<file path="src/ft_cmd_pkg.sv">
// Purpose: Constants and types for the force/torque serial command interpreter.
// Assumes: Byte-wide serial receiver and transmitter on the mclk domain.
// Notes:   Records are sent in the binary form, error byte first.
package ft_cmd_pkg;
  localparam int       FT_W          = 96;
  localparam int       BUF_DEPTH     = 8;
  localparam logic [7:0] CH_CR       = 8'h0D;
  localparam logic [7:0] CH_LF       = 8'h0A;
  localparam logic [7:0] CH_ACK      = 8'h06;
  localparam logic [7:0] CH_PROMPT   = 8'h3E;
  localparam logic [7:0] CH_CTRL_T   = 8'h14;
  localparam logic [7:0] CH_SPACE    = 8'h20;
  localparam logic [7:0] CH_ERR      = 8'h3F;
  localparam logic [15:0] NAME_ANALOG = 16'h4341;
  localparam logic [15:0] NAME_FAST   = 16'h4346;
  localparam logic [15:0] NAME_LF     = 16'h434C;
  localparam logic [15:0] NAME_VEC    = 16'h4356;
  localparam logic [15:0] NAME_REC    = 16'h5152;
  localparam logic [15:0] NAME_STREAM = 16'h5153;
  localparam logic       RST_ANALOG   = 1'b0;
  localparam logic [1:0] RST_LEVEL    = 2'h0;
  localparam logic       RST_LF       = 1'b1;
  localparam logic [5:0] CV_FACTORY   = 6'h3F;
  localparam logic [5:0] COMP_PRESENT = 6'h3F;
  localparam logic [3:0] REC_LAST     = 4'hC;
  localparam logic [3:0] OFS_SETUP      = 4'h0;
  localparam logic [3:0] OFS_IRQ_STATUS = 4'h4;
  localparam logic [3:0] OFS_IRQ_MASK   = 4'h8;
  localparam logic [3:0] OFS_STATE      = 4'hC;
  localparam int IRQ_DONE  = 0;
  localparam int IRQ_ERR   = 1;
  localparam int IRQ_STOP  = 2;
  localparam int IRQ_FAULT = 3;
  localparam int SETUP_ANALOG = 0;
  localparam int SETUP_LEVEL  = 1;
  localparam int SETUP_LF     = 3;
  localparam int SETUP_VEC    = 4;
  localparam int STATE_ERR    = 0;
  localparam int STATE_BUSY   = 2;
  localparam int STATE_STREAM = 3;

  typedef enum logic [2:0] {
    CMD_NONE, CMD_ANALOG, CMD_FAST, CMD_LF, CMD_VEC, CMD_REC, CMD_STREAM, CMD_BAD
  } cmd_t;

  typedef enum logic [3:0] {
    P_IDLE, P_ECHO, P_ECR, P_ELF, P_ACK1, P_VAL, P_VCR, P_VLF,
    P_ERR, P_ACK2, P_ACR, P_ALF, P_PROMPT, P_REC, P_RCR, P_RLF
  } phase_t;
endpackage

</file>
<file path="src/ft_serial_output_setup_query.sv">
// Purpose: Serial command interpreter for output setup and record queries.
// Assumes: rx and tx byte ports and sensor inputs are on the mclk domain.
// Notes:   Registers are reached over Avalon-MM with one wait cycle.
`timescale 1ns/1ps
`default_nettype none
module ft_serial_output_setup_query (
  input  wire logic                      mclk,
  input  wire logic                      reset,
  input  wire logic [3:0]                avs_address,
  input  wire logic                      avs_read,
  input  wire logic                      avs_write,
  input  wire logic [31:0]               avs_writedata,
  output logic      [31:0]               avs_readdata,
  output logic                           avs_waitrequest,
  input  wire logic                      rx_valid,
  input  wire logic [7:0]                rx_data,
  output logic                           tx_valid,
  output logic      [7:0]                tx_data,
  input  wire logic                      tx_ready,
  input  wire logic [ft_cmd_pkg::FT_W-1:0] ft_biased,
  input  wire logic [ft_cmd_pkg::FT_W-1:0] ft_unbiased,
  input  wire logic                      saturation,
  input  wire logic                      transducer_fault,
  output logic      [ft_cmd_pkg::FT_W-1:0] analog_data,
  output logic                           analog_valid,
  output logic                           monitor_enable,
  output logic                           sensor_averaging_enable,
  output logic                           bias_enable,
  output logic                           saturation_detect_enable,
  output logic                           irq
);
  import ft_cmd_pkg::*;

  typedef struct packed {
    phase_t            ph;
    cmd_t              cmd;
    logic              query, fast_poll, streaming, stop;
    logic [7:0][7:0]   cbuf;
    logic [3:0]        len, idx;
    logic              analog_en;
    logic [1:0]        level;
    logic              lf_en;
    logic [5:0]        vec;
    logic [7:0]        err_snap;
    logic [5:0][15:0]  snap;
    logic              tx_valid;
    logic [7:0]        tx_data;
    logic [FT_W-1:0]   analog;
    logic              analog_valid, waitreq;
    logic [31:0]       rdata;
    logic [3:0]        irq_st, irq_mask;
    logic              irq, mon_en, avg_en, bias_en, sat_en, fault_d;
  } state_t;

  state_t q;
  state_t d;

  function automatic logic [4:0] hex_in(input logic [7:0] c);
    if (c >= 8'h30 && c <= 8'h39) begin
      hex_in = {1'b1, c[3:0]};
    end else if ((c >= 8'h41 && c <= 8'h46) || (c >= 8'h61 && c <= 8'h66)) begin
      hex_in = {1'b1, 4'(c[3:0] + 4'h9)};
    end else begin
      hex_in = 5'h00;
    end
  endfunction

  function automatic logic [7:0] hex_out(input logic [3:0] n);
    hex_out = (n < 4'hA) ? {4'h3, n} : 8'(8'h37 + {4'h0, n});
  endfunction

  always_comb begin
    logic              free, emit, has_arg, arg_ok, bare, start_rec;
    logic [7:0]        ch, arg;
    logic [FT_W-1:0]   ft_sel;
    logic [1:0]        err;
    logic [4:0]        d1, d2;
    logic [15:0]       name;
    logic [2:0]        comp;
    logic [3:0]        ev, w1c;
    free      = 1'b0;
    emit      = 1'b0;
    ch        = 8'h00;
    ft_sel    = '0;
    err       = 2'h0;
    d1        = 5'h00;
    d2        = 5'h00;
    arg       = 8'h00;
    has_arg   = 1'b0;
    arg_ok    = 1'b0;
    bare      = 1'b0;
    name      = 16'h0000;
    comp      = 3'h0;
    ev        = 4'h0;
    w1c       = 4'h0;
    start_rec = 1'b0;
    d         = q;

    // Level decoding of suspended functions
    d.mon_en  = (q.level == 2'h0);
    d.avg_en  = (q.level == 2'h0);
    d.bias_en = (q.level < 2'h2);
    d.sat_en  = (q.level != 2'h3);
    ft_sel = (q.level >= 2'h2) ? ft_unbiased : ft_biased;
    err = {transducer_fault, saturation & (q.level != 2'h3)};

    if (q.analog_en) begin
      d.analog = ft_sel;
    end
    d.analog_valid = q.analog_en;

    // Command collection
    if (q.ph == P_IDLE && rx_valid) begin
      if (rx_data == CH_CTRL_T && q.len == 4'h0) begin
        d.fast_poll = 1'b1;
        start_rec   = 1'b1;
        d.ph        = P_REC;
        d.idx       = 4'h0;
      end else if (rx_data == CH_CR) begin
        name    = {q.cbuf[0], q.cbuf[1]};
        bare    = (q.len == 4'h2);
        has_arg = (q.len == 4'h4 || q.len == 4'h5) && q.cbuf[2] == CH_SPACE;
        d1      = hex_in(q.cbuf[3]);
        d2      = hex_in(q.cbuf[4]);
        arg     = (q.len == 4'h5) ? {d1[3:0], d2[3:0]} : {4'h0, d1[3:0]};
        arg_ok  = has_arg && d1[4] && (q.len == 4'h4 || d2[4]);
        d.query = bare;
        d.idx   = 4'h0;
        d.ph    = P_ECHO;
        d.cmd   = CMD_BAD;
        if (q.len == 4'h0) begin
          d.cmd = CMD_NONE;
        end else if (name == NAME_ANALOG && (bare || (arg_ok && arg < 8'h02))) begin
          d.cmd = CMD_ANALOG;
          if (!bare) begin
            d.analog_en = arg[0];
          end
        end else if (name == NAME_FAST && (bare || (arg_ok && arg < 8'h04))) begin
          d.cmd = CMD_FAST;
          if (!bare) begin
            d.level = arg[1:0];
          end
        end else if (name == NAME_LF && (bare || (arg_ok && arg < 8'h02))) begin
          d.cmd = CMD_LF;
          if (!bare) begin
            d.lf_en = arg[0];
          end
        end else if (name == NAME_VEC && (bare ||
                     (arg_ok && (arg & ~{2'h0, COMP_PRESENT}) == 8'h00))) begin
          d.cmd = CMD_VEC;
          if (!bare) begin
            d.vec = arg[5:0];
          end
        end else if (name == NAME_REC && bare) begin
          d.cmd = CMD_REC;
          d.ph  = P_ACK1;
        end else if (name == NAME_STREAM && bare) begin
          d.cmd       = CMD_STREAM;
          d.streaming = 1'b1;
          d.ph        = P_ACK1;
        end
        if (d.cmd == CMD_BAD) begin
          ev[IRQ_ERR] = 1'b1;
        end
      end else if (q.len < 4'(BUF_DEPTH)) begin
        d.cbuf[q.len[2:0]] = rx_data;
        d.len = q.len + 4'h1;
      end
    end else if (q.streaming && rx_valid) begin
      d.stop = 1'b1;
    end

    // Transmit sequencer
    free = !q.tx_valid || tx_ready;
    if (free) begin
      unique case (q.ph)
        P_IDLE: ;
        P_ECHO: begin
          if (q.idx < q.len) begin
            emit  = 1'b1;
            ch    = q.cbuf[q.idx[2:0]];
            d.idx = q.idx + 4'h1;
          end else begin
            d.ph = P_ECR;
          end
        end
        P_ECR, P_ELF: begin
          emit = 1'b1;
          ch   = (q.ph == P_ECR) ? CH_CR : CH_LF;
          if (q.ph == P_ECR && q.lf_en) begin
            d.ph = P_ELF;
          end else if (q.cmd == CMD_NONE) begin
            d.ph = P_PROMPT;
          end else if (q.cmd == CMD_BAD) begin
            d.ph = P_ERR;
          end else begin
            d.ph = P_ACK1;
          end
        end
        P_ACK1: begin
          emit  = 1'b1;
          ch    = CH_ACK;
          d.idx = 4'h0;
          if (q.cmd == CMD_REC || q.cmd == CMD_STREAM) begin
            start_rec = 1'b1;
            d.ph      = P_REC;
          end else begin
            d.ph = q.query ? P_VAL : P_ACK2;
          end
        end
        P_VAL: begin
          emit = 1'b1;
          d.ph = P_VCR;
          unique case (q.cmd)
            CMD_ANALOG: ch = hex_out({3'h0, q.analog_en});
            CMD_FAST:   ch = hex_out({2'h0, q.level});
            CMD_LF:     ch = hex_out({3'h0, q.lf_en});
            default: begin
              ch = (q.idx == 4'h0) ? hex_out({2'h0, q.vec[5:4]}) : hex_out(q.vec[3:0]);
              if (q.idx == 4'h0) begin
                d.idx = 4'h1;
                d.ph  = P_VAL;
              end
            end
          endcase
        end
        P_VCR, P_RCR, P_ACR: begin
          emit = 1'b1;
          ch   = CH_CR;
          if (q.lf_en) begin
            d.ph = (q.ph == P_VCR) ? P_VLF : (q.ph == P_RCR) ? P_RLF : P_ALF;
          end else begin
            d.ph = (q.ph == P_ACR) ? P_PROMPT : P_ACK2;
          end
        end
        P_VLF, P_RLF: begin
          emit = 1'b1;
          ch   = CH_LF;
          d.ph = P_ACK2;
        end
        P_ERR: begin
          emit = 1'b1;
          ch   = CH_ERR;
          d.ph = P_ACR;
        end
        P_ACK2: begin
          emit = 1'b1;
          ch   = CH_ACK;
          d.ph = P_ACR;
        end
        P_ALF: begin
          emit = 1'b1;
          ch   = CH_LF;
          d.ph = P_PROMPT;
        end
        P_PROMPT: begin
          emit          = 1'b1;
          ch            = CH_PROMPT;
          d.ph          = P_IDLE;
          d.len         = 4'h0;
          ev[IRQ_DONE]  = 1'b1;
        end
        P_REC: begin
          comp = 3'(4'(q.idx - 4'h1) >> 1);
          if (q.idx == 4'h0) begin
            emit = 1'b1;
            ch   = q.err_snap;
          end else if (q.vec[comp]) begin
            emit = 1'b1;
            ch   = q.idx[0] ? q.snap[comp][15:8] : q.snap[comp][7:0];
          end
          d.idx = q.idx + 4'h1;
          if (q.idx == REC_LAST) begin
            d.idx = 4'h0;
            if (q.fast_poll) begin
              d.fast_poll = 1'b0;
              d.ph        = P_IDLE;
            end else if (q.streaming) begin
              if (q.stop) begin
                d.streaming   = 1'b0;
                d.stop        = 1'b0;
                d.ph          = P_ACK2;
                ev[IRQ_STOP]  = 1'b1;
              end else begin
                start_rec = 1'b1;
              end
            end else begin
              d.ph = P_RCR;
            end
          end
        end
      endcase
    end
    if (start_rec) begin
      d.snap     = ft_sel;
      d.err_snap = {6'h00, err};
    end
    if (free) begin
      d.tx_valid = emit;
      d.tx_data  = emit ? ch : q.tx_data;
    end

    // Avalon-MM slave with one wait cycle
    d.waitreq = 1'b1;
    if ((avs_read || avs_write) && q.waitreq) begin
      d.waitreq = 1'b0;
      d.rdata   = 32'h0000_0000;
      unique case (avs_address)
        OFS_SETUP: begin
          d.rdata[SETUP_ANALOG]      = q.analog_en;
          d.rdata[SETUP_LEVEL +: 2]  = q.level;
          d.rdata[SETUP_LF]          = q.lf_en;
          d.rdata[SETUP_VEC +: 6]    = q.vec;
        end
        OFS_IRQ_STATUS: d.rdata[3:0] = q.irq_st;
        OFS_IRQ_MASK:   d.rdata[3:0] = q.irq_mask;
        OFS_STATE: begin
          d.rdata[STATE_ERR +: 2] = err;
          d.rdata[STATE_BUSY]     = (q.ph != P_IDLE);
          d.rdata[STATE_STREAM]   = q.streaming;
        end
        default: d.rdata = 32'h0000_0000;
      endcase
    end
    if (avs_write && !q.waitreq) begin
      if (avs_address == OFS_IRQ_STATUS) begin
        w1c = avs_writedata[3:0];
      end
      if (avs_address == OFS_IRQ_MASK) begin
        d.irq_mask = avs_writedata[3:0];
      end
    end
    d.fault_d        = transducer_fault;
    ev[IRQ_FAULT]    = transducer_fault && !q.fault_d;
    d.irq_st         = (q.irq_st & ~w1c) | ev;
    d.irq            = |(q.irq_st & q.irq_mask);
  end

  always_ff @(posedge mclk or posedge reset) begin
    if (reset) begin
      q           <= '0;
      q.analog_en <= RST_ANALOG;
      q.level     <= RST_LEVEL;
      q.lf_en     <= RST_LF;
      q.vec       <= CV_FACTORY;
      q.waitreq   <= 1'b1;
      {q.mon_en, q.avg_en, q.bias_en, q.sat_en} <= 4'hF;
    end else begin
      q <= d;
    end
  end

  assign avs_readdata             = q.rdata;
  assign avs_waitrequest          = q.waitreq;
  assign tx_valid                 = q.tx_valid;
  assign tx_data                  = q.tx_data;
  assign analog_data              = q.analog;
  assign analog_valid             = q.analog_valid;
  assign monitor_enable           = q.mon_en;
  assign sensor_averaging_enable  = q.avg_en;
  assign bias_enable              = q.bias_en;
  assign saturation_detect_enable = q.sat_en;
  assign irq                      = q.irq;
endmodule
`default_nettype wire

</file>
<file path="config.mk">
export PLATFORM = sky130hd
export DESIGN_NAME = ft_serial_output_setup_query
export DESIGN_NICKNAME = d
export VERILOG_FILES = /design/src/ft_cmd_pkg.sv /design/src/ft_serial_output_setup_query.sv
export SDC_FILE = /design/constraint.sdc
export NUM_CORES = 1
export LEC_CHECK = 0
export ABC_CLOCK_PERIOD_IN_PS = 11440
export BUFFER_PORTS_ARGS = -buffer_cell sky130_fd_sc_hd__buf_2
export CAP_MARGIN = 20
export CORE_ASPECT_RATIO = 1.75
export CORE_MARGIN = 3
export CORE_UTILIZATION = 25
export CTS_BUF_LIST = sky130_fd_sc_hd__clkbuf_4
export DETAILED_ROUTE_END_ITERATION = 6
export GPL_ROUTABILITY_DRIVEN = 0
export PLACE_DENSITY_LB_ADDON = 0.3
export SLEW_MARGIN = 40
export SYNTH_ARGS = -nofsm -noshare
export SYNTH_HDL_FRONTEND = slang
export SYNTH_SLANG_ARGS = --single-unit
</file>
<file path="constraint.sdc">
create_clock -name mclk -period 11.44 [get_ports mclk]
set_clock_uncertainty 0.2 [all_clocks]
set_input_delay 1.144 -clock mclk [delete_from_list [all_inputs] [get_ports mclk]]
set_output_delay 1.144 -clock mclk [all_outputs]
set_load 0.02 [all_outputs]
</file>
==> flow_metrics.py <==
metrics = {
    "outcome": {
        "outcome": "finished clean",
    },
    "timing": {
        "fin_crit_sh_pct": 36.7,
        "finalMaxSlewViolations": 0,
        "finalSetupViolations": 0,
        "final.hold.worst_slack_ps": 200,
        "setup_tns_ps": 0,
        "max_freq_ghz": 0.238,
        "final_period_minus_worst_setup_slack_ps": 4200,
        "rsz0062_at_grt": "no",
        "worst-slew-pin-transition_ps": 805,
        "timing.slew.headroom_pct": 44.8,
        "final_hold_viol_count": 0,
        "final_critical_path_setup_slack_ps": 7240,
    },
    "cts": {
        "tritoncts": "built",
        "cts-buffers-inserted": 84,
        "holdBufCountCts": 0,
        "cts.reportedPaths.clkPinSlew_ps": 70,
        "cts_resized": 0,
        "post_cts.repair.setup_buffers": 0,
        "cts_buffer_depth": 3,
        "cts-root-buf": "clkbuf_4",
        "h_tree_lvls": 3,
        "clock_sinks": 321,
        "clk_latency_ps": 860,
    },
    "cells_and_area": {
        "filler_cell_count": 7239,
        "layout.cells.most_common": "buf_2",
        "areaGrowthSynthToFinish_pct": 16.1,
        "final_cell_mix": "buf_2 (337), dfrtp_1 (307), nor2_1 (245), a21oi_1 (233), clkbuf_4 (124)",
        "final_net_count": 2141,
        "drive_above_1_share_pct": 33.8,
    },
    "global_routing": {
        "grt_pass1_wl_um": 87300,
        "grt_antenna_before_repair": 3,
        "track_usage_pct": 16.3,
        "global_route_congestion_overflow_total": 0,
        "first_global_vias": 13845,
        "largest_net_degree_at_the_start_of_global_routing": 111,
    },
    "die": {
        "die_h_um": 352,
        "initial_core_util_pct": 25.3,
        "placement_row_count": 126,
        "die_width_um": 204,
        "io-pin-count": 388,
        "floorplan.die_area_um2": 71800,
        "core_area_um2": 67600,
    },
    "synth": {
        "synth_area_per_cell_um2": 10.3,
        "synth-edff-count": 0,
        "post_synth_inst_count": 1659,
        "synth_async_sr_flop_share_pct": 100,
        "netlist_area_um2": 17100,
        "part_of_the_yosys_area_used_for_sequential_elements_pct": 47.0,
        "synthDistinctLibCells": 93,
        "synth_top_flop_cell": "dfrtp_1",
        "yosys_warnings": 0,
        "ys_ff_latch": 321,
    },
    "pwr": {
        "power.density_nw_per_um2": 161,
        "p_leak_nw": 8.57,
        "power.ir.vdd_worst_v": 0.0000813,
    },
    "drt": {
        "post-route-drc-count": 0,
        "drtPass1Iterations": 5,
        "vias_per_cell": 4.72,
        "post_drt_wl_per_cell_um": 20.8,
        "ant_nets": 0,
        "routed-via-count": 13450,
        "drt_wl_total_um": 59300,
        "drt-initial-drc-count": 953,
    },
    "worst_setup_path": {
        "required_ps": 11910,
        "criticalPathCategory": "reg -> reg",
        "path_max_fanout": 18,
        "worst-endpoint-arrival_ps": 4670,
        "cp-end-kind": "register",
        "crit_start_category": "register",
    },
    "placed_design": {
        "place_ws_ps": 7140,
        "post-dp-hpwl_um": 44800,
        "io_buffer_count": 337,
    },
    "worst_hold_path": {
        "path_category_of_the_worst_min_delay_check": "reg -> reg",
    },
    "run": {
        "max_cap_viol_count": 0,
    },
}
-- area by class of cell --
class	count	area, um2	area share, %
clock buffer	124	931	4.69
clock inverter	29	150	0.756
timing repair buffer	354	1860	9.38
multi-input combinational	1097	7640	38.5
inverter	23	93.8	0.472
tap	896	1120	5.64
antenna	4	10.0	0.0504
sequential	321	8060	40.5
-- logic make-up after synthesis --
kind of cell / count (synthesis) / synth area share (%)
AO/OA/AOI/OAI: 382 / 13.4
buffers and inverters: 262 / 9.09
other: 1 / 0.0219
flip-flops: 321 / 47.0
adder cells (fa/ha/maj): 16 / 1.17
XOR/XNOR: 6 / 0.307
multiplexers: 230 / 16.6
AND/OR/NAND/NOR: 441 / 12.4
-- metrics by stage --
step	instance area (um2)	utilization, %	total power [mW]	instances
6_report	19900	29.4	3.21	2848
3_3_place_gp	18700	27.6	2.16	2689
4_1_cts	19800	29.3	3.26	2843
2_1_floorplan	17200	-	1.91	1680
3_5_place_dp	18700	27.7	2.18	2690
5_1_grt	19900	29.4	3.41	2847
-- sequential cells by signal, indices dropped and copies added (netlist names) --
name and flops:
avs_readdata 10, bias_enable 1, analog_data 96, avs_waitrequest 1
irq 1, tx_data 8, q 199, d 1
saturation_detect_enable 1, analog_valid 1, tx_valid 1, sensor_averaging_enable 1
-- cells in the mapped netlist (all sizes together), types with 4 or more instances --
master / instances / area share, %
xnor2: 4 / 0.20
a21oi: 234 / 6.9
a211oi: 7 / 0.31
o221ai: 4 / 0.20
ha: 16 / 1.2
nor4b: 5 / 0.26
dfrtp: 310 / 45
mux2i: 110 / 6.4
nand2b: 7 / 0.30
clkbuf: 64 / 1.4
dfstp: 11 / 1.7
mux4: 34 / 4.5
nor3: 18 / 0.71
and2: 8 / 0.29
nor3b: 7 / 0.40
inv: 22 / 0.48
nor4: 8 / 0.50
o31ai: 11 / 0.48
a22oi: 5 / 0.22
nand2: 60 / 1.3
or3: 8 / 0.29
o22ai: 9 / 0.33
a31oi: 9 / 0.33
buf: 175 / 7.2
a221oi: 8 / 0.41
nor2b: 8 / 0.29
o211ai: 4 / 0.18
a21o: 5 / 0.22
o21ai: 35 / 1.0
nand3: 20 / 0.58
nand4: 13 / 0.51
mux2: 86 / 5.7
and3: 9 / 0.35
nor2: 247 / 5.4
o21bai: 5 / 0.22
a22o: 13 / 0.67
-- worst paths after layout --
kind | slack, ps | cells after the start | start | to
setup / recovery | 7240 | 10 | q[267] | tx_data[5]
hold / removal | 200 | 1 | q[0] | q[13]
setup reg to reg | 7240 | 10 | q[267] | tx_data[5]
hold reg to reg | 200 | 1 | q[0] | q[13]
max in group asynchronous | 9530 | 3 | reset | analog_data[87]
min in group asynchronous | 250 | 2 | reset | q[335]
-- worst max-delay path, stage by stage (launching register included) --
cell	delay (ps)
dfrtp_2	400
inv_1	240
ha_2	520
buf_4	400
mux2_2	380
nand4_1	90
o211ai_1	120
o21bai_1	610
nor3_1	230
a2111oi_0	690
a21oi_1	150
-- power by group --
part,switching [mW],internal (mW),total (mW)
clock network,0.520,0.521,1.04
registers,0.109,1.22,1.33
logic,0.514,0.322,0.836
total,1.14,2.06,3.21
-- per-layer routing --
metal	vias up	GRT usage, %	wire (um)
met2	545	30.3	32000
met1	6493	17.1	21200
met5	-	0	0
met4	0	8.45	2880
met3	131	3.09	3150
li1	6281	-	-
(Power assumes the default switching activity.)
